`config.mk`:
```
export PLATFORM = sky130hd
export DESIGN_NAME = adc_result_computation
export DESIGN_NICKNAME = d
export VERILOG_FILES = /design/src/logic/adc_calc_unit.v /design/src/logic/adc_result_computation.v
export VERILOG_INCLUDE_DIRS = /design/src /design/src/include
export SDC_FILE = /design/constraint.sdc
export NUM_CORES = 1
export LEC_CHECK = 0
export BUFFER_PORTS_ARGS = -buffer_cell sky130_fd_sc_hd__buf_2
export CAP_MARGIN = 20
export CORE_AREA = 5 5 107 159
export CTS_BUF_LIST = sky130_fd_sc_hd__clkbuf_16
export DETAILED_ROUTE_END_ITERATION = 7
export DIE_AREA = 0 0 112 164
export GPL_TIMING_DRIVEN = 0
export PLACE_DENSITY_LB_ADDON = 0.1
export SLEW_MARGIN = 5
export SYNTH_ARGS = -nofsm -noshare
export SYNTH_HDL_FRONTEND = slang
export SYNTH_SLANG_ARGS = --single-unit
export TNS_END_PERCENT = 20
```
`constraint.sdc`:
```
create_clock -name ref_clk_i -period 11.38 [get_ports ref_clk_i]
set_input_delay 0.569 -clock ref_clk_i [delete_from_list [all_inputs] [get_ports ref_clk_i]]
set_output_delay 0.569 -clock ref_clk_i [all_outputs]
set_load 0.01 [all_outputs]
```
`src/include/adc_calc_consts.vh`:
```
// Constants for the converter result computation block.
// Assumes a 32-bit Avalon-MM slave with byte addresses and word-aligned registers.
`ifndef ADC_CALC_CONSTS_VH
`define ADC_CALC_CONSTS_VH

// Register byte offsets.
`define OFS_CTRL0 5'h00
`define OFS_CONFIG 5'h04
`define OFS_REPEAT 5'h08
`define OFS_STATUS 5'h0C
`define OFS_SUM 5'h10
`define OFS_FILTER 5'h14
`define OFS_RESULT 5'h18

// Control register 0 fields.
`define CTRL_ON_BIT 7
`define CTRL_REARM_BIT 6
`define CTRL_CLKSRC_BIT 4
`define CTRL_JUSTIFY_BIT 2
`define CTRL_GO_BIT 0

// Configuration register fields.
`define CFG_MODE_LSB 0
`define CFG_DSEN_BIT 3
`define CFG_CLEAR_BIT 4
`define CFG_STOP_IRQ_BIT 5
`define CFG_SHIFT_LSB 8

// Status register fields.
`define STAT_TALLY_LSB 0
`define STAT_WRAP_BIT 8
`define STAT_IRQ_BIT 9

// Computation modes.
`define MODE_BASIC 3'h0
`define MODE_ACCUM 3'h1
`define MODE_AVERAGE 3'h2
`define MODE_BURST 3'h3
`define MODE_LOWPASS 3'h4

// Reset values and limits.
`define TALLY_MAX 8'hFF
`define RESET_REPEAT 8'h00
`define RESET_CTRL0 8'h00

`endif

```
`src/logic/adc_calc_unit.v`:
```
// Combinational update of running sum and sample tally for one trigger.
// Assumes the caller has already applied any clear to sum_i and tally_i.
`timescale 1ns/100ps
`include "adc_calc_consts.vh"

module adc_calc_unit #(
  parameter RES_W = 12,
  parameter SUM_W = 18
) (
  input wire [2:0] mode_i,
  input wire dsen_i,
  input wire [RES_W-1:0] cur_i,
  input wire [RES_W-1:0] prev_i,
  input wire signed [SUM_W-1:0] sum_i,
  input wire [7:0] tally_i,
  input wire [2:0] shift_i,
  output reg signed [SUM_W-1:0] sum_o,
  output reg [7:0] tally_o,
  output reg wrap_o,
  output wire signed [SUM_W-1:0] filt_o
);
  wire signed [SUM_W:0] cur_x = $signed({{(SUM_W+1-RES_W){1'b0}}, cur_i});
  wire signed [SUM_W:0] prev_x = $signed({{(SUM_W+1-RES_W){1'b0}}, prev_i});
  // Double-sample mode takes current minus previous result.
  wire signed [SUM_W:0] sample = dsen_i ? (cur_x - prev_x) : cur_x;
  wire signed [SUM_W:0] sum_x = {sum_i[SUM_W-1], sum_i};
  wire signed [SUM_W:0] decay = sum_x >>> shift_i;
  wire [7:0] tally_sat = (tally_i == `TALLY_MAX) ? tally_i : tally_i + 8'h01;
  reg signed [SUM_W:0] wide;

  always @* begin
    wide = sum_x;
    sum_o = sum_i;
    tally_o = tally_i;
    wrap_o = 1'b0;
    case (mode_i)
      `MODE_ACCUM, `MODE_AVERAGE, `MODE_BURST: begin
        wide = sum_x + sample;
        tally_o = tally_sat;
      end
      `MODE_LOWPASS: begin
        wide = sum_x + sample - decay;
        tally_o = tally_sat;
      end
      default: begin
        wide = sum_x;
      end
    endcase
    if (mode_i != `MODE_BASIC && mode_i <= `MODE_LOWPASS) begin
      sum_o = wide[SUM_W-1:0];
      wrap_o = wide[SUM_W] ^ wide[SUM_W-1];
    end
  end

  assign filt_o = sum_o >>> shift_i;
endmodule // adc_calc_unit

```
`src/logic/adc_result_computation.v`:
```
// Converter result computation unit with its control registers on Avalon-MM.
// Assumes the analog converter outside raises conv_done_i for one cycle with a result
// while conv_req_o is high, and supplies the threshold comparison on threshold_true_i.
//
// How it works
// - Basic mode leaves sum and tally alone, only a clear zeroes them, every sample is tested.
// - Accumulate, average and burst modes add the sample and count the tally up to 0xFF.
// - The sample is the current result, or the current minus the previous one in double-sample mode.
// - Average mode clears on request or when a cycle starts with the tally at or above target.
// - Burst mode clears on request or at each start, then repeats while below target.
// - Low-pass mode sets sum to sample plus sum minus shifted sum and saturates the tally.
// - The filtered output is the sum shifted right, and the wrap flag shows sum overflow.
// - Control register 0 holds enable, rearm, clock source, justify and start; gaps read zero.
// - Auto-rearm restarts each trigger until the flag stops it or software clears start.
// - Writing start begins a cycle, start reads one while busy, and it needs the enable set.
// - The clock source bit picks the dedicated oscillator at one, the divided clock at zero.
//
// The Avalon-MM register port and the register addresses were chosen for this implementation.
`timescale 1ns/100ps
`include "adc_calc_consts.vh"

module adc_result_computation #(
  parameter RES_W = 12,
  parameter SUM_W = 18
) (
  input wire ref_clk_i,
  input wire rst_i,
  input wire [4:0] avs_address_i,
  input wire avs_read_i,
  input wire avs_write_i,
  input wire [31:0] avs_writedata_i,
  input wire [3:0] avs_byteenable_i,
  output reg [31:0] avs_readdata_o,
  output wire avs_waitrequest_o,
  output wire conv_req_o,
  input wire conv_done_i,
  input wire [RES_W-1:0] conv_result_i,
  input wire threshold_true_i,
  output wire dedicated_rc_osc_o,
  output wire result_justify_o,
  output wire threshold_irq_flag_o,
  output reg [SUM_W-1:0] filtered_output_o
);
  reg on_q;
  reg rearm_q;
  reg clksrc_q;
  reg justify_q;
  reg go_q;
  reg go_d;
  reg [2:0] mode_q;
  reg dsen_q;
  reg stop_irq_q;
  reg [2:0] shift_q;
  reg [7:0] repeat_q;
  reg signed [SUM_W-1:0] sum_q;
  reg signed [SUM_W-1:0] sum_d;
  reg [7:0] tally_q;
  reg [7:0] tally_d;
  reg wrap_q;
  reg wrap_d;
  reg irq_q;
  reg irq_d;
  reg new_cycle_q;
  reg new_cycle_d;
  reg [RES_W-1:0] prev_q;
  reg [RES_W-1:0] result_q;
  reg ack_q;
  reg signed [SUM_W-1:0] base_sum;
  reg [7:0] base_tally;
  reg test_en;
  reg rearm_now;

  wire req = avs_read_i | avs_write_i;
  wire wr_go = avs_write_i & ack_q;
  wire [2:0] idx = avs_address_i[4:2];
  wire done = conv_done_i & go_q;
  wire signed [SUM_W-1:0] calc_sum;
  wire [7:0] calc_tally;
  wire calc_wrap;
  wire signed [SUM_W-1:0] calc_filt;

  // Decodes a byte offset into a register select.
  function is_reg;
    input [4:0] addr;
    input [4:0] ofs;
    begin
      is_reg = (addr[4:2] == ofs[4:2]);
    end
  endfunction

  wire sum_clear = wr_go && is_reg(avs_address_i, `OFS_CONFIG) && avs_byteenable_i[0] &&
    avs_writedata_i[`CFG_CLEAR_BIT];

  assign avs_waitrequest_o = req & ~ack_q;
  assign conv_req_o = go_q;
  assign dedicated_rc_osc_o = clksrc_q;
  assign result_justify_o = justify_q;
  assign threshold_irq_flag_o = irq_q;

  adc_calc_unit #(
    .RES_W(RES_W),
    .SUM_W(SUM_W)
  ) u_calc (
    .mode_i(mode_q),
    .dsen_i(dsen_q),
    .cur_i(conv_result_i),
    .prev_i(prev_q),
    .sum_i(base_sum),
    .tally_i(base_tally),
    .shift_i(shift_q),
    .sum_o(calc_sum),
    .tally_o(calc_tally),
    .wrap_o(calc_wrap),
    .filt_o(calc_filt)
  );

  // Clear conditions are applied to the base values before the new sample is added,
  // so a clear arriving with a trigger is not lost.
  always @* begin
    base_sum = sum_q;
    base_tally = tally_q;
    if (sum_clear) begin
      base_sum = {SUM_W{1'b0}};
      base_tally = 8'h00;
    end else if (done && new_cycle_q) begin
      if (mode_q == `MODE_BURST) begin
        base_sum = {SUM_W{1'b0}};
        base_tally = 8'h00;
      end else if (mode_q == `MODE_AVERAGE && tally_q >= repeat_q) begin
        base_sum = {SUM_W{1'b0}};
        base_tally = 8'h00;
      end
    end
  end

  always @* begin
    sum_d = base_sum;
    tally_d = base_tally;
    wrap_d = sum_clear ? 1'b0 : wrap_q;
    irq_d = irq_q;
    go_d = go_q;
    new_cycle_d = new_cycle_q;
    rearm_now = 1'b0;
    test_en = 1'b0;
    if (wr_go && is_reg(avs_address_i, `OFS_STATUS) && avs_byteenable_i[1] &&
        avs_writedata_i[`STAT_IRQ_BIT]) begin
      irq_d = 1'b0;
    end
    if (done) begin
      sum_d = calc_sum;
      tally_d = calc_tally;
      if (calc_wrap) begin
        wrap_d = 1'b1;
      end
      new_cycle_d = 1'b0;
      if (mode_q == `MODE_BASIC || mode_q == `MODE_ACCUM || mode_q > `MODE_LOWPASS) begin
        test_en = 1'b1;
      end else begin
        test_en = (calc_tally >= repeat_q);
      end
      if (test_en && threshold_true_i) begin
        irq_d = 1'b1;
      end
      if (mode_q == `MODE_BURST && calc_tally < repeat_q) begin
        go_d = 1'b1;
      end else begin
        // Burst ends here with the whole sum held and the tally at target.
        rearm_now = rearm_q && !(stop_irq_q && irq_d);
        go_d = rearm_now;
        new_cycle_d = rearm_now;
      end
    end
    if (wr_go && is_reg(avs_address_i, `OFS_CTRL0) && avs_byteenable_i[0]) begin
      if (!avs_writedata_i[`CTRL_ON_BIT] || !avs_writedata_i[`CTRL_GO_BIT]) begin
        go_d = 1'b0;
      end else if (!go_q) begin
        go_d = 1'b1;
        new_cycle_d = 1'b1;
      end
    end
  end

  always @(posedge ref_clk_i) begin
    if (rst_i) begin
      on_q <= 1'b0;
      rearm_q <= 1'b0;
      clksrc_q <= 1'b0;
      justify_q <= 1'b0;
      go_q <= 1'b0;
      mode_q <= `MODE_BASIC;
      dsen_q <= 1'b0;
      stop_irq_q <= 1'b0;
      shift_q <= 3'h0;
      repeat_q <= `RESET_REPEAT;
      sum_q <= {SUM_W{1'b0}};
      tally_q <= 8'h00;
      wrap_q <= 1'b0;
      irq_q <= 1'b0;
      new_cycle_q <= 1'b0;
      prev_q <= {RES_W{1'b0}};
      result_q <= {RES_W{1'b0}};
      filtered_output_o <= {SUM_W{1'b0}};
      ack_q <= 1'b0;
      avs_readdata_o <= 32'h0000_0000;
    end else begin
      ack_q <= req & ~ack_q;
      go_q <= go_d;
      sum_q <= sum_d;
      tally_q <= tally_d;
      wrap_q <= wrap_d;
      irq_q <= irq_d;
      new_cycle_q <= new_cycle_d;
      if (done) begin
        prev_q <= conv_result_i;
        result_q <= conv_result_i;
        filtered_output_o <= calc_filt;
      end
      if (wr_go && avs_byteenable_i[0]) begin
        if (is_reg(avs_address_i, `OFS_CTRL0)) begin
          on_q <= avs_writedata_i[`CTRL_ON_BIT];
          rearm_q <= avs_writedata_i[`CTRL_REARM_BIT];
          clksrc_q <= avs_writedata_i[`CTRL_CLKSRC_BIT];
          justify_q <= avs_writedata_i[`CTRL_JUSTIFY_BIT];
        end
        if (is_reg(avs_address_i, `OFS_CONFIG)) begin
          mode_q <= avs_writedata_i[`CFG_MODE_LSB +: 3];
          dsen_q <= avs_writedata_i[`CFG_DSEN_BIT];
          stop_irq_q <= avs_writedata_i[`CFG_STOP_IRQ_BIT];
        end
        if (is_reg(avs_address_i, `OFS_REPEAT)) begin
          repeat_q <= avs_writedata_i[7:0];
        end
      end
      if (wr_go && avs_byteenable_i[1] && is_reg(avs_address_i, `OFS_CONFIG)) begin
        shift_q <= avs_writedata_i[`CFG_SHIFT_LSB +: 3];
      end
      if (avs_read_i && !ack_q) begin
        avs_readdata_o <= 32'h0000_0000;
        case (idx)
          3'h0: begin
            avs_readdata_o[`CTRL_ON_BIT] <= on_q;
            avs_readdata_o[`CTRL_REARM_BIT] <= rearm_q;
            avs_readdata_o[`CTRL_CLKSRC_BIT] <= clksrc_q;
            avs_readdata_o[`CTRL_JUSTIFY_BIT] <= justify_q;
            avs_readdata_o[`CTRL_GO_BIT] <= go_q;
          end
          3'h1: begin
            avs_readdata_o[`CFG_MODE_LSB +: 3] <= mode_q;
            avs_readdata_o[`CFG_DSEN_BIT] <= dsen_q;
            avs_readdata_o[`CFG_STOP_IRQ_BIT] <= stop_irq_q;
            avs_readdata_o[`CFG_SHIFT_LSB +: 3] <= shift_q;
          end
          3'h2: begin
            avs_readdata_o[7:0] <= repeat_q;
          end
          3'h3: begin
            avs_readdata_o[`STAT_TALLY_LSB +: 8] <= tally_q;
            avs_readdata_o[`STAT_WRAP_BIT] <= wrap_q;
            avs_readdata_o[`STAT_IRQ_BIT] <= irq_q;
          end
          3'h4: begin
            avs_readdata_o[SUM_W-1:0] <= sum_q;
          end
          3'h5: begin
            avs_readdata_o[SUM_W-1:0] <= filtered_output_o;
          end
          3'h6: begin
            // Left justification places the result at the top of a 16-bit field.
            if (justify_q) begin
              avs_readdata_o[15:16-RES_W] <= result_q;
            end else begin
              avs_readdata_o[RES_W-1:0] <= result_q;
            end
          end
          default: begin
            avs_readdata_o <= 32'h0000_0000;
          end
        endcase
      end
    end
  end
endmodule // adc_result_computation

```
==> flow_results.xml, run 1 <==
<?xml version="1.0" encoding="UTF-8"?>
<metrics>
  <group name="grt">
    <metric name="track_usage" unit="%">35.1</metric>
    <metric name="grt_pass1_wl" unit="um">50800</metric>
    <metric name="grt.overflow.total" unit="">0</metric>
    <metric name="grt_start_max_net_pins" unit="">19</metric>
    <metric name="grt_pass1_vias" unit="">9576</metric>
    <metric name="antenna_found_initial" unit="">0</metric>
  </group>
  <group name="synth">
    <metric name="synthesis.area" unit="mm^2">0.00936</metric>
    <metric name="ys.flop_type" unit="">sky130_fd_sc_hd__dfxtp_1</metric>
    <metric name="ys_warn_count" unit="">0</metric>
    <metric name="yosys.cell_types.count" unit="">83</metric>
    <metric name="synth_sequential_area_ratio" unit="%">21.2</metric>
    <metric name="synth_enable_flop_cells" unit="">0</metric>
    <metric name="synth_cells" unit="">1236</metric>
    <metric name="async_reset_ff_share" unit="%">0</metric>
    <metric name="yosys_register_bits" unit="">99</metric>
    <metric name="top_area_cells_in_the_synthesized_netlist" unit="">sky130_fd_sc_hd__dfxtp_1, sky130_fd_sc_hd__ha_1, sky130_fd_sc_hd__mux2i_1</metric>
    <metric name="yosys.area.top_type_share" unit="%">21.2</metric>
    <metric name="syn-mean-instance-area" unit="um^2">7.57</metric>
    <metric name="biggest_area_consumer_among_synthesized_cells" unit="">sky130_fd_sc_hd__dfxtp_1</metric>
  </group>
  <group name="finish">
    <metric name="final.fill_count" unit="">1480</metric>
    <metric name="drive_above_1_share" unit="%">12.1</metric>
    <metric name="layout.cells.most_common" unit="">sky130_fd_sc_hd__nor2_1</metric>
    <metric name="post_route_cell_area" unit="mm^2">0.0103</metric>
    <metric name="post_layout_nonfiller_instances" unit="">1541</metric>
    <metric name="layout.core_utilization" unit="%">66.6</metric>
    <metric name="areaGrowthSynthToFinish" unit="%">10.2</metric>
    <metric name="most-common-layout-cells" unit="">sky130_fd_sc_hd__nor2_1, sky130_fd_sc_hd__nand2_1, sky130_fd_sc_hd__dfxtp_1</metric>
    <metric name="nNetsFinal" unit="">1465</metric>
    <metric name="final-seq-area" unit="mm^2">0.00198</metric>
    <metric name="num_antenna_cells" unit="">0</metric>
    <metric name="area_of_combinational_cells_with_multiple_inputs" unit="mm^2">0.00675</metric>
  </group>
  <group name="worst_hold_path">
    <metric name="timing.hold.worst.class" unit="">in2reg</metric>
    <metric name="hold_path.startpoint" unit="">avs_writedata_i[8]</metric>
    <metric name="min_delay_worst_endpoint" unit="">shift_q[0]</metric>
    <metric name="hold_depth" unit="">3</metric>
  </group>
  <group name="pwr">
    <metric name="ir_drop" unit="mV">0.0797</metric>
    <metric name="pwr_density_cell" unit="mW/mm^2">75.1</metric>
    <metric name="p_leak" unit="nW">4.24</metric>
  </group>
  <group name="floorplanning">
    <metric name="row_count" unit="">56</metric>
    <metric name="core-area" unit="mm^2">0.0155</metric>
    <metric name="dieWidth" unit="um">112</metric>
    <metric name="fp.dieArea" unit="mm^2">0.0184</metric>
    <metric name="starting_density" unit="%">60.4</metric>
    <metric name="die-height" unit="um">164</metric>
    <metric name="pin_count" unit="">114</metric>
  </group>
  <group name="critical_path">
    <metric name="timing.critical_path.slowest_stage_cell" unit="">sky130_fd_sc_hd__clkbuf_1</metric>
    <metric name="r2r_depth" unit="">28</metric>
    <metric name="timing.rr.start" unit="">repeat_q[2]</metric>
    <metric name="critical_path.max_fanout" unit="">10</metric>
    <metric name="crit_required" unit="ns">11.64</metric>
    <metric name="timing.reg2reg.setup_slack" unit="ns">3.38</metric>
    <metric name="critical_path.endpoint_type" unit="">flop</metric>
    <metric name="regToRegEndpoint" unit="">filtered_output_o[10]</metric>
    <metric name="timing.critical_path.arrival" unit="ns">8.26</metric>
    <metric name="max_stage_delay" unit="ns">0.55</metric>
    <metric name="type_of_the_worst_setup_path" unit="">reg2reg</metric>
    <metric name="start_kind" unit="">flop</metric>
  </group>
  <group name="cts">
    <metric name="cts_hold_buffers" unit="">0</metric>
    <metric name="tritoncts" unit="">built</metric>
    <metric name="numClockSinks" unit="">99</metric>
    <metric name="clock_tree.root_cell" unit="">sky130_fd_sc_hd__clkbuf_16</metric>
    <metric name="cts_inserted_buffers" unit="">9</metric>
    <metric name="clock_transition_at_the_registers_of_the_reported_paths" unit="ns">0.08</metric>
    <metric name="cts_setup_buffers" unit="">0</metric>
    <metric name="post_cts_resize_count" unit="">0</metric>
    <metric name="clock_latency" unit="ns">0.36</metric>
    <metric name="clockBufferDepth" unit="">2</metric>
    <metric name="h-tree-depth" unit="">3</metric>
  </group>
  <group name="detailed_routing">
    <metric name="route.antenna.remaining_nets" unit="">0</metric>
    <metric name="routed_vias" unit="">10087</metric>
    <metric name="routed_wl" unit="um">33500</metric>
    <metric name="drt_first_iter_violations" unit="">1056</metric>
    <metric name="remaining_drc_errors" unit="">0</metric>
    <metric name="wl_per_cell" unit="um">21.7</metric>
    <metric name="routed_via_density" unit="">6.55</metric>
    <metric name="firstDrtPassIters" unit="">8</metric>
  </group>
  <group name="timing">
    <metric name="final.setup_skew" unit="ns">0.00982</metric>
    <metric name="final_hold_violating_endpoints" unit="">0</metric>
    <metric name="worst_pin_slew" unit="ns">0.933</metric>
    <metric name="final_period_minus_worst_setup_slack" unit="ns">8.00</metric>
    <metric name="grt_setup_unrepaired" unit="">no</metric>
    <metric name="max_fclk" unit="MHz">125</metric>
    <metric name="setup_viol" unit="">0</metric>
    <metric name="min_period_over_period" unit="%">70.3</metric>
    <metric name="setup_total_negative_slack" unit="ns">0</metric>
    <metric name="finalMaxSlewViolations" unit="">0</metric>
    <metric name="slew-limit-headroom" unit="%">37.5</metric>
  </group>
  <group name="status">
    <metric name="outcome" unit="">completed</metric>
  </group>
  <group name="place">
    <metric name="place.gp.congestion" unit="">1.06</metric>
    <metric name="port-buffer-count" unit="">73</metric>
    <metric name="dp_hpwl" unit="um">26800</metric>
    <metric name="place.detailed.instances" unit="">1525</metric>
    <metric name="cell_area_placed" unit="mm^2">0.0100</metric>
  </group>
  <group name="run">
    <metric name="drv.max_cap_violation_count" unit="">0</metric>
  </group>
</metrics>
[report_power, final]
group	internal, mW	switching [mW]
clock	0.153	0.153
sequential	0.349	0.00244
combinational	0.0444	0.0734
total	0.546	0.229
[worst max-delay path: cells and delay by family, from the launching register on]
family / cells / cell delay, ns
compound gates: 16 / 4.41
buf+inv: 5 / 1.47
fa+ha+maj: 3 / 1.00
flops: 1 / 0.44
simple gates: 3 / 0.33
xor+xnor: 1 / 0.27
[cells in the mapped netlist (4+ instances only)]
| cell | instances |
|---|---|
| sky130_fd_sc_hd__nor2_1 | 151 |
| sky130_fd_sc_hd__nand2_1 | 135 |
| sky130_fd_sc_hd__dfxtp_1 | 99 |
| sky130_fd_sc_hd__a21oi_1 | 77 |
| sky130_fd_sc_hd__inv_1 | 71 |
| sky130_fd_sc_hd__ha_1 | 70 |
| sky130_fd_sc_hd__o21ai_0 | 70 |
| sky130_fd_sc_hd__mux2i_1 | 61 |
| sky130_fd_sc_hd__clkbuf_1 | 54 |
| sky130_fd_sc_hd__a211oi_1 | 36 |
| sky130_fd_sc_hd__nor3_1 | 30 |
| sky130_fd_sc_hd__xnor2_1 | 27 |
| sky130_fd_sc_hd__nand3_1 | 22 |
| sky130_fd_sc_hd__mux2_2 | 21 |
| sky130_fd_sc_hd__buf_4 | 15 |
| sky130_fd_sc_hd__a22oi_1 | 14 |
| sky130_fd_sc_hd__o21a_1 | 14 |
| sky130_fd_sc_hd__a221oi_1 | 13 |
| sky130_fd_sc_hd__and2_1 | 13 |
| sky130_fd_sc_hd__buf_1 | 13 |
| sky130_fd_sc_hd__nand2b_1 | 13 |
| sky130_fd_sc_hd__nor2b_1 | 13 |
| sky130_fd_sc_hd__a31oi_1 | 11 |
| sky130_fd_sc_hd__nand3b_1 | 11 |
| sky130_fd_sc_hd__nand4_1 | 11 |
| sky130_fd_sc_hd__mux4_2 | 10 |
| sky130_fd_sc_hd__a21o_1 | 9 |
| sky130_fd_sc_hd__xor2_1 | 9 |
| sky130_fd_sc_hd__and3_1 | 8 |
| sky130_fd_sc_hd__a211o_1 | 7 |
| sky130_fd_sc_hd__a221o_1 | 7 |
| sky130_fd_sc_hd__a32o_1 | 7 |
| sky130_fd_sc_hd__o211ai_1 | 7 |
| sky130_fd_sc_hd__o31a_1 | 7 |
| sky130_fd_sc_hd__a22o_1 | 6 |
| sky130_fd_sc_hd__o21ai_1 | 6 |
| sky130_fd_sc_hd__or3_1 | 6 |
| sky130_fd_sc_hd__a21boi_0 | 5 |
| sky130_fd_sc_hd__o221ai_1 | 5 |
| sky130_fd_sc_hd__o21bai_1 | 4 |
[worst max path at each step]
stage	startpoint	end	slack (ns)	cells past startpoint
6_report	repeat_q[2]	filtered_output_o[10]	3.38	28
3_3_place_gp	repeat_q[2]	filtered_output_o[10]	3.65	29
2_1_floorplan	conv_result_i[0]	filtered_output_o[10]	5.01	34
4_1_cts	repeat_q[2]	filtered_output_o[10]	3.56	29
5_1_grt	repeat_q[2]	filtered_output_o[10]	2.78	31
3_5_place_dp	avs_write_i	filtered_output_o[10]	3.60	27
[flip-flops by register name (all words and copies together) (netlist names), 3 cells and up]
name,cells
avs_readdata_o,18
sum_q,18
filtered_output_o,18
tally_q,8
shift_q,3
repeat_q,8
mode_q,3
result_q,12
[routing by layer]
| layer | up-vias | GRT usage, % | routed length (um) |
|---|---|---|---|
| li1 | 4636 | - | - |
| met3 | 204 | 3.65 | 2480 |
| met1 | 4619 | 36.2 | 11300 |
| met2 | 628 | 62.1 | 16100 |
| met4 | 0 | 32.1 | 3600 |
| met5 | - | 0 | 0 |
[metrics by stage]
| stage | total power, mW | hold WS, ns | setup WS (ns) |
|---|---|---|---|
| after detailed placement | 0.473 | 0.473 | 3.60 |
| after CTS | 0.770 | 0.454 | 3.56 |
| after global placement | 0.471 | 0.465 | 3.65 |
| after floorplan | 0.439 | 0.453 | 5.01 |
| after global routing | 0.795 | 0.464 | 2.78 |
| final | 0.775 | 0.456 | 3.38 |
[layout make-up]
class                           instances  share of cell area (%)
Inverter                               74                    2.69
Clock buffer                            9                    2.18
Clock inverter                          7                   0.570
Buffer                                 87                    3.89
Timing Repair Buffer                   73                    3.54
Tap cell                              203                    2.46
Multi-Input combinational cell        989                    65.4
Sequential cell                        99                    19.2
[logic make-up (layout without fill, tap and decap cells)]
group,after synthesis,in the layout,synth area share (%)
simple gates,429,429,21.0
compound gates,345,345,25.7
buf+inv,161,250,7.26
flops,99,99,21.2
mux,92,92,11.5
fa+ha+maj,73,73,10.0
xor+xnor,36,36,3.37
other cells,1,14,0.0401
Note: power is estimated with default switching activity, not from simulation.
==> run 2: changes to the inputs <==
--- a/config.mk
+++ b/config.mk
@@ -6,12 +6,13 @@
 export SDC_FILE = /design/constraint.sdc
 export NUM_CORES = 1
 export LEC_CHECK = 0
+export ABC_AREA = 1
 export BUFFER_PORTS_ARGS = -buffer_cell sky130_fd_sc_hd__buf_2
 export CAP_MARGIN = 20
-export CORE_AREA = 5 5 107 159
+export CORE_AREA = 5 5 111 166
 export CTS_BUF_LIST = sky130_fd_sc_hd__clkbuf_16
 export DETAILED_ROUTE_END_ITERATION = 7
-export DIE_AREA = 0 0 112 164
+export DIE_AREA = 0 0 116 171
 export GPL_TIMING_DRIVEN = 0
 export PLACE_DENSITY_LB_ADDON = 0.1
 export SLEW_MARGIN = 5
==> constraint.sdc (replaced) <==
create_clock -name ref_clk_i -period 7.2 [get_ports ref_clk_i]
set_input_delay 0.36 -clock ref_clk_i [delete_from_list [all_inputs] [get_ports ref_clk_i]]
set_output_delay 0.36 -clock ref_clk_i [all_outputs]
set_load 0.01 [all_outputs]
==> run 2 against run 1 <==
Synthesized area is 4.9% lower. Clock skew is 0.0014 ns lower. Global-route usage is 1.3 points lower. Critical path depth is 12 higher. Cell count is 12% higher. Largest cell class unchanged.
==> flow_results.xml, run 2 <==
<?xml version="1.0" encoding="UTF-8"?>
<metrics>
  <group name="status">
    <metric name="outcome" unit="">completed</metric>
  </group>
  <group name="critical_path">
    <metric name="type_of_the_worst_setup_path" unit="">reg2reg</metric>
    <metric name="crit_path_start" unit="">repeat_q[3]</metric>
    <metric name="start_kind" unit="">flop</metric>
    <metric name="timing.critical_path.slowest_stage_cell" unit="">sky130_fd_sc_hd__nor3_1</metric>
    <metric name="r2r_depth" unit="">40</metric>
    <metric name="timing.critical_path.arrival" unit="ns">6.91</metric>
    <metric name="crit_required" unit="ns">7.48</metric>
    <metric name="timing.rr.start" unit="">repeat_q[3]</metric>
    <metric name="critical_path.max_fanout" unit="">10</metric>
    <metric name="max_stage_delay" unit="ns">0.68</metric>
    <metric name="worstSetupPathDepth" unit="">40</metric>
    <metric name="crit_path_buffers_inverters" unit="">4</metric>
    <metric name="critPathTopFamily" unit="">simple AND/OR/NAND/NOR gates</metric>
    <metric name="critical-path-top-cell-by-count" unit="">sky130_fd_sc_hd__nand2_1</metric>
    <metric name="critical_path.endpoint_type" unit="">flop</metric>
  </group>
  <group name="synth">
    <metric name="async_reset_ff_share" unit="%">0</metric>
    <metric name="biggest_area_consumer_among_synthesized_cells" unit="">sky130_fd_sc_hd__dfxtp_1</metric>
    <metric name="yosys.area.top_type_share" unit="%">22.3</metric>
    <metric name="synthesis.area" unit="mm^2">0.00890</metric>
    <metric name="synth_cells" unit="">1405</metric>
    <metric name="ys.flop_type" unit="">sky130_fd_sc_hd__dfxtp_1</metric>
    <metric name="yosys_register_bits" unit="">99</metric>
    <metric name="synth_sequential_area_ratio" unit="%">22.3</metric>
    <metric name="syn-mean-instance-area" unit="um^2">6.34</metric>
    <metric name="dominant_cell_by_count_in_the_synthesized_netlist" unit="">sky130_fd_sc_hd__nand2_1</metric>
    <metric name="synth_common_cells" unit="">sky130_fd_sc_hd__nand2_1, sky130_fd_sc_hd__inv_1, sky130_fd_sc_hd__o21ai_0</metric>
    <metric name="ys_warn_count" unit="">0</metric>
    <metric name="top_area_cells_in_the_synthesized_netlist" unit="">sky130_fd_sc_hd__dfxtp_1, sky130_fd_sc_hd__nand2_1, sky130_fd_sc_hd__ha_1</metric>
    <metric name="synth_enable_flop_cells" unit="">0</metric>
    <metric name="yosys.cell_types.count" unit="">55</metric>
  </group>
  <group name="finish">
    <metric name="post_layout_nonfiller_instances" unit="">1722</metric>
    <metric name="nNetsFinal" unit="">1636</metric>
    <metric name="areaGrowthSynthToFinish" unit="%">11.4</metric>
    <metric name="final.fill_count" unit="">1794</metric>
    <metric name="num_antenna_cells" unit="">0</metric>
    <metric name="layout.cells.most_common" unit="">sky130_fd_sc_hd__nand2_1</metric>
    <metric name="area_of_combinational_cells_with_multiple_inputs" unit="mm^2">0.00590</metric>
    <metric name="most-common-layout-cells" unit="">sky130_fd_sc_hd__nand2_1, sky130_fd_sc_hd__inv_1, sky130_fd_sc_hd__o21ai_0</metric>
    <metric name="drive_above_1_share" unit="%">11.0</metric>
    <metric name="top_regs" unit="">avs_readdata_o: 18 flops, filtered_output_o: 18 flops, sum_q: 18 flops</metric>
    <metric name="final-seq-area" unit="mm^2">0.00198</metric>
  </group>
  <group name="cts">
    <metric name="clock_transition_at_the_registers_of_the_reported_paths" unit="ns">0.07</metric>
    <metric name="h-tree-depth" unit="">3</metric>
    <metric name="cts_setup_buffers" unit="">0</metric>
    <metric name="clock_latency" unit="ns">0.35</metric>
    <metric name="tritoncts" unit="">built</metric>
    <metric name="cts_hold_buffers" unit="">0</metric>
    <metric name="cts_inserted_buffers" unit="">9</metric>
    <metric name="numClockSinks" unit="">99</metric>
    <metric name="post_cts_resize_count" unit="">0</metric>
    <metric name="clockBufferDepth" unit="">2</metric>
    <metric name="clock_tree.root_cell" unit="">sky130_fd_sc_hd__clkbuf_16</metric>
  </group>
  <group name="detailed_routing">
    <metric name="drt_first_iter_violations" unit="">886</metric>
    <metric name="wl_per_cell" unit="um">19.7</metric>
    <metric name="route.antenna.remaining_nets" unit="">0</metric>
    <metric name="routed_via_density" unit="">5.82</metric>
    <metric name="routed_wl" unit="um">33900</metric>
    <metric name="remaining_drc_errors" unit="">0</metric>
    <metric name="firstDrtPassIters" unit="">6</metric>
    <metric name="routed_vias" unit="">10022</metric>
  </group>
  <group name="grt">
    <metric name="grt_pass1_vias" unit="">9582</metric>
    <metric name="track_usage" unit="%">33.9</metric>
    <metric name="antenna_found_initial" unit="">0</metric>
    <metric name="grt_start_max_net_pins" unit="">17</metric>
    <metric name="grt.overflow.total" unit="">0</metric>
    <metric name="grt_pass1_wl" unit="um">51200</metric>
  </group>
  <group name="place">
    <metric name="port-buffer-count" unit="">74</metric>
    <metric name="dp_hpwl" unit="um">27800</metric>
    <metric name="place.gp.congestion" unit="">1.01</metric>
    <metric name="place.detailed.instances" unit="">1706</metric>
  </group>
  <group name="pwr">
    <metric name="p_leak" unit="nW">4.79</metric>
    <metric name="ir_drop" unit="mV">0.124</metric>
    <metric name="pwr_density_cell" unit="mW/mm^2">132</metric>
  </group>
  <group name="worst_hold_path">
    <metric name="hold_path.startpoint" unit="">avs_writedata_i[0]</metric>
    <metric name="timing.hold.worst.class" unit="">in2reg</metric>
    <metric name="hold_depth" unit="">3</metric>
  </group>
  <group name="timing">
    <metric name="final.setup_skew" unit="ns">0.00839</metric>
    <metric name="final_period_minus_worst_setup_slack" unit="ns">6.63</metric>
    <metric name="grt_setup_unrepaired" unit="">no</metric>
    <metric name="finalMaxSlewViolations" unit="">0</metric>
    <metric name="min_period_over_period" unit="%">92.1</metric>
    <metric name="final_hold_violating_endpoints" unit="">0</metric>
    <metric name="setup_total_negative_slack" unit="ns">0</metric>
    <metric name="hold_ws" unit="ns">0.276</metric>
    <metric name="max_fclk" unit="MHz">151</metric>
    <metric name="worst_pin_slew" unit="ns">0.953</metric>
    <metric name="setup_viol" unit="">0</metric>
    <metric name="slew-limit-headroom" unit="%">36.2</metric>
  </group>
  <group name="run">
    <metric name="drv.max_cap_violation_count" unit="">0</metric>
  </group>
  <group name="floorplanning">
    <metric name="row_count" unit="">59</metric>
    <metric name="core-area" unit="mm^2">0.0170</metric>
    <metric name="fp.dieArea" unit="mm^2">0.0198</metric>
    <metric name="pin_count" unit="">114</metric>
    <metric name="die-height" unit="um">171</metric>
    <metric name="dieWidth" unit="um">116</metric>
    <metric name="starting_density" unit="%">52.4</metric>
  </group>
</metrics>
[run 2: changes by cell type after synthesis, moves of 15 or more]
| cell | change |
|---|---|
| sky130_fd_sc_hd__nor2_1 | -68 |
| sky130_fd_sc_hd__nand3_1 | +85 |
| sky130_fd_sc_hd__a211oi_1 | -31 |
| sky130_fd_sc_hd__nand2_1 | +163 |
| sky130_fd_sc_hd__mux2_2 | -21 |
| sky130_fd_sc_hd__xnor2_1 | -22 |
| sky130_fd_sc_hd__xor2_1 | +15 |
| sky130_fd_sc_hd__inv_1 | +107 |
| sky130_fd_sc_hd__clkbuf_1 | -16 |
| sky130_fd_sc_hd__mux2i_1 | -57 |
| sky130_fd_sc_hd__a21oi_1 | +56 |
| sky130_fd_sc_hd__o21ai_0 | +67 |
[run 2: worst paths after layout]
| check | to | slack [ns] |
|---|---|---|
| max | filtered_output_o[10] | 0.57 |
| min | repeat_q[0] | 0.28 |
| max reg2reg | filtered_output_o[10] | 0.57 |
| min reg2reg | avs_readdata_o[4] | 0.46 |
[run 2: per-layer routing]
metal,vias to the layer above,track usage [%],share of wire [%]
li1,4893,-,-
met1,4511,37.0,37
met2,469,57.8,48
met3,149,4.78,6.4
met4,0,26.5,9.0
met5,-,0,0
[run 2: through the flow]
stage / instance area, um^2 / setup slack, ns / total power [mW] / util, %
2_1_floorplan: 8950 / 2.12 / 0.720 / -
3_3_place_gp: 9590 / 0.627 / 0.784 / 56.5
3_5_place_dp: 9600 / 0.734 / 0.787 / 56.5
4_1_cts: 9910 / 0.688 / 1.30 / 58.4
5_1_grt: 9910 / 0.0167 / 1.35 / 58.4
6_report: 9910 / 0.571 / 1.31 / 58.4
[run 2: cell type report]
cell class / count / area share, %
Clock inverter: 7 / 0.934
Sequential cell: 99 / 20.0
Inverter: 190 / 7.19
Tap cell: 213 / 2.69
Clock buffer: 9 / 2.27
Buffer: 73 / 3.61
Timing Repair Buffer: 75 / 3.81
Multi-Input combinational cell: 1056 / 59.5
[run 2: report_power, final]
part | internal [mW] | leakage [nW] | switching (mW)
Sequential | 0.553 | 0.799 | 0.00466
Combinational | 0.0751 | 3.83 | 0.146
Clock | 0.305 | 0.159 | 0.223
[run 2: logic make-up (layout without fill, tap and decap cells)]
kind of cell             after synthesis  count (layout)  share of synthesized area, %
AO/OA/AOI/OAI                        371             371                          23.6
XOR/XNOR                              29              29                          2.85
adder cells (fa/ha/maj)               73              73                          10.5
buffers and inverters                263             354                          12.0
flip-flops                            99              99                          22.3
multiplexers                           4               4                         0.450
other                                  1              14                        0.0421
AND/OR/NAND/NOR                      565             565                          28.2
[run 2: worst reg2reg max path: cells and delay by family (launching register included)]
family / cells / cell delay, ns
AND/OR/NAND/NOR: 26 / 3.02
AO/OA/AOI/OAI: 6 / 1.32
adder cells (fa/ha/maj): 3 / 0.94
buffers and inverters: 4 / 0.78
flip-flops: 1 / 0.31
XOR/XNOR: 1 / 0.20
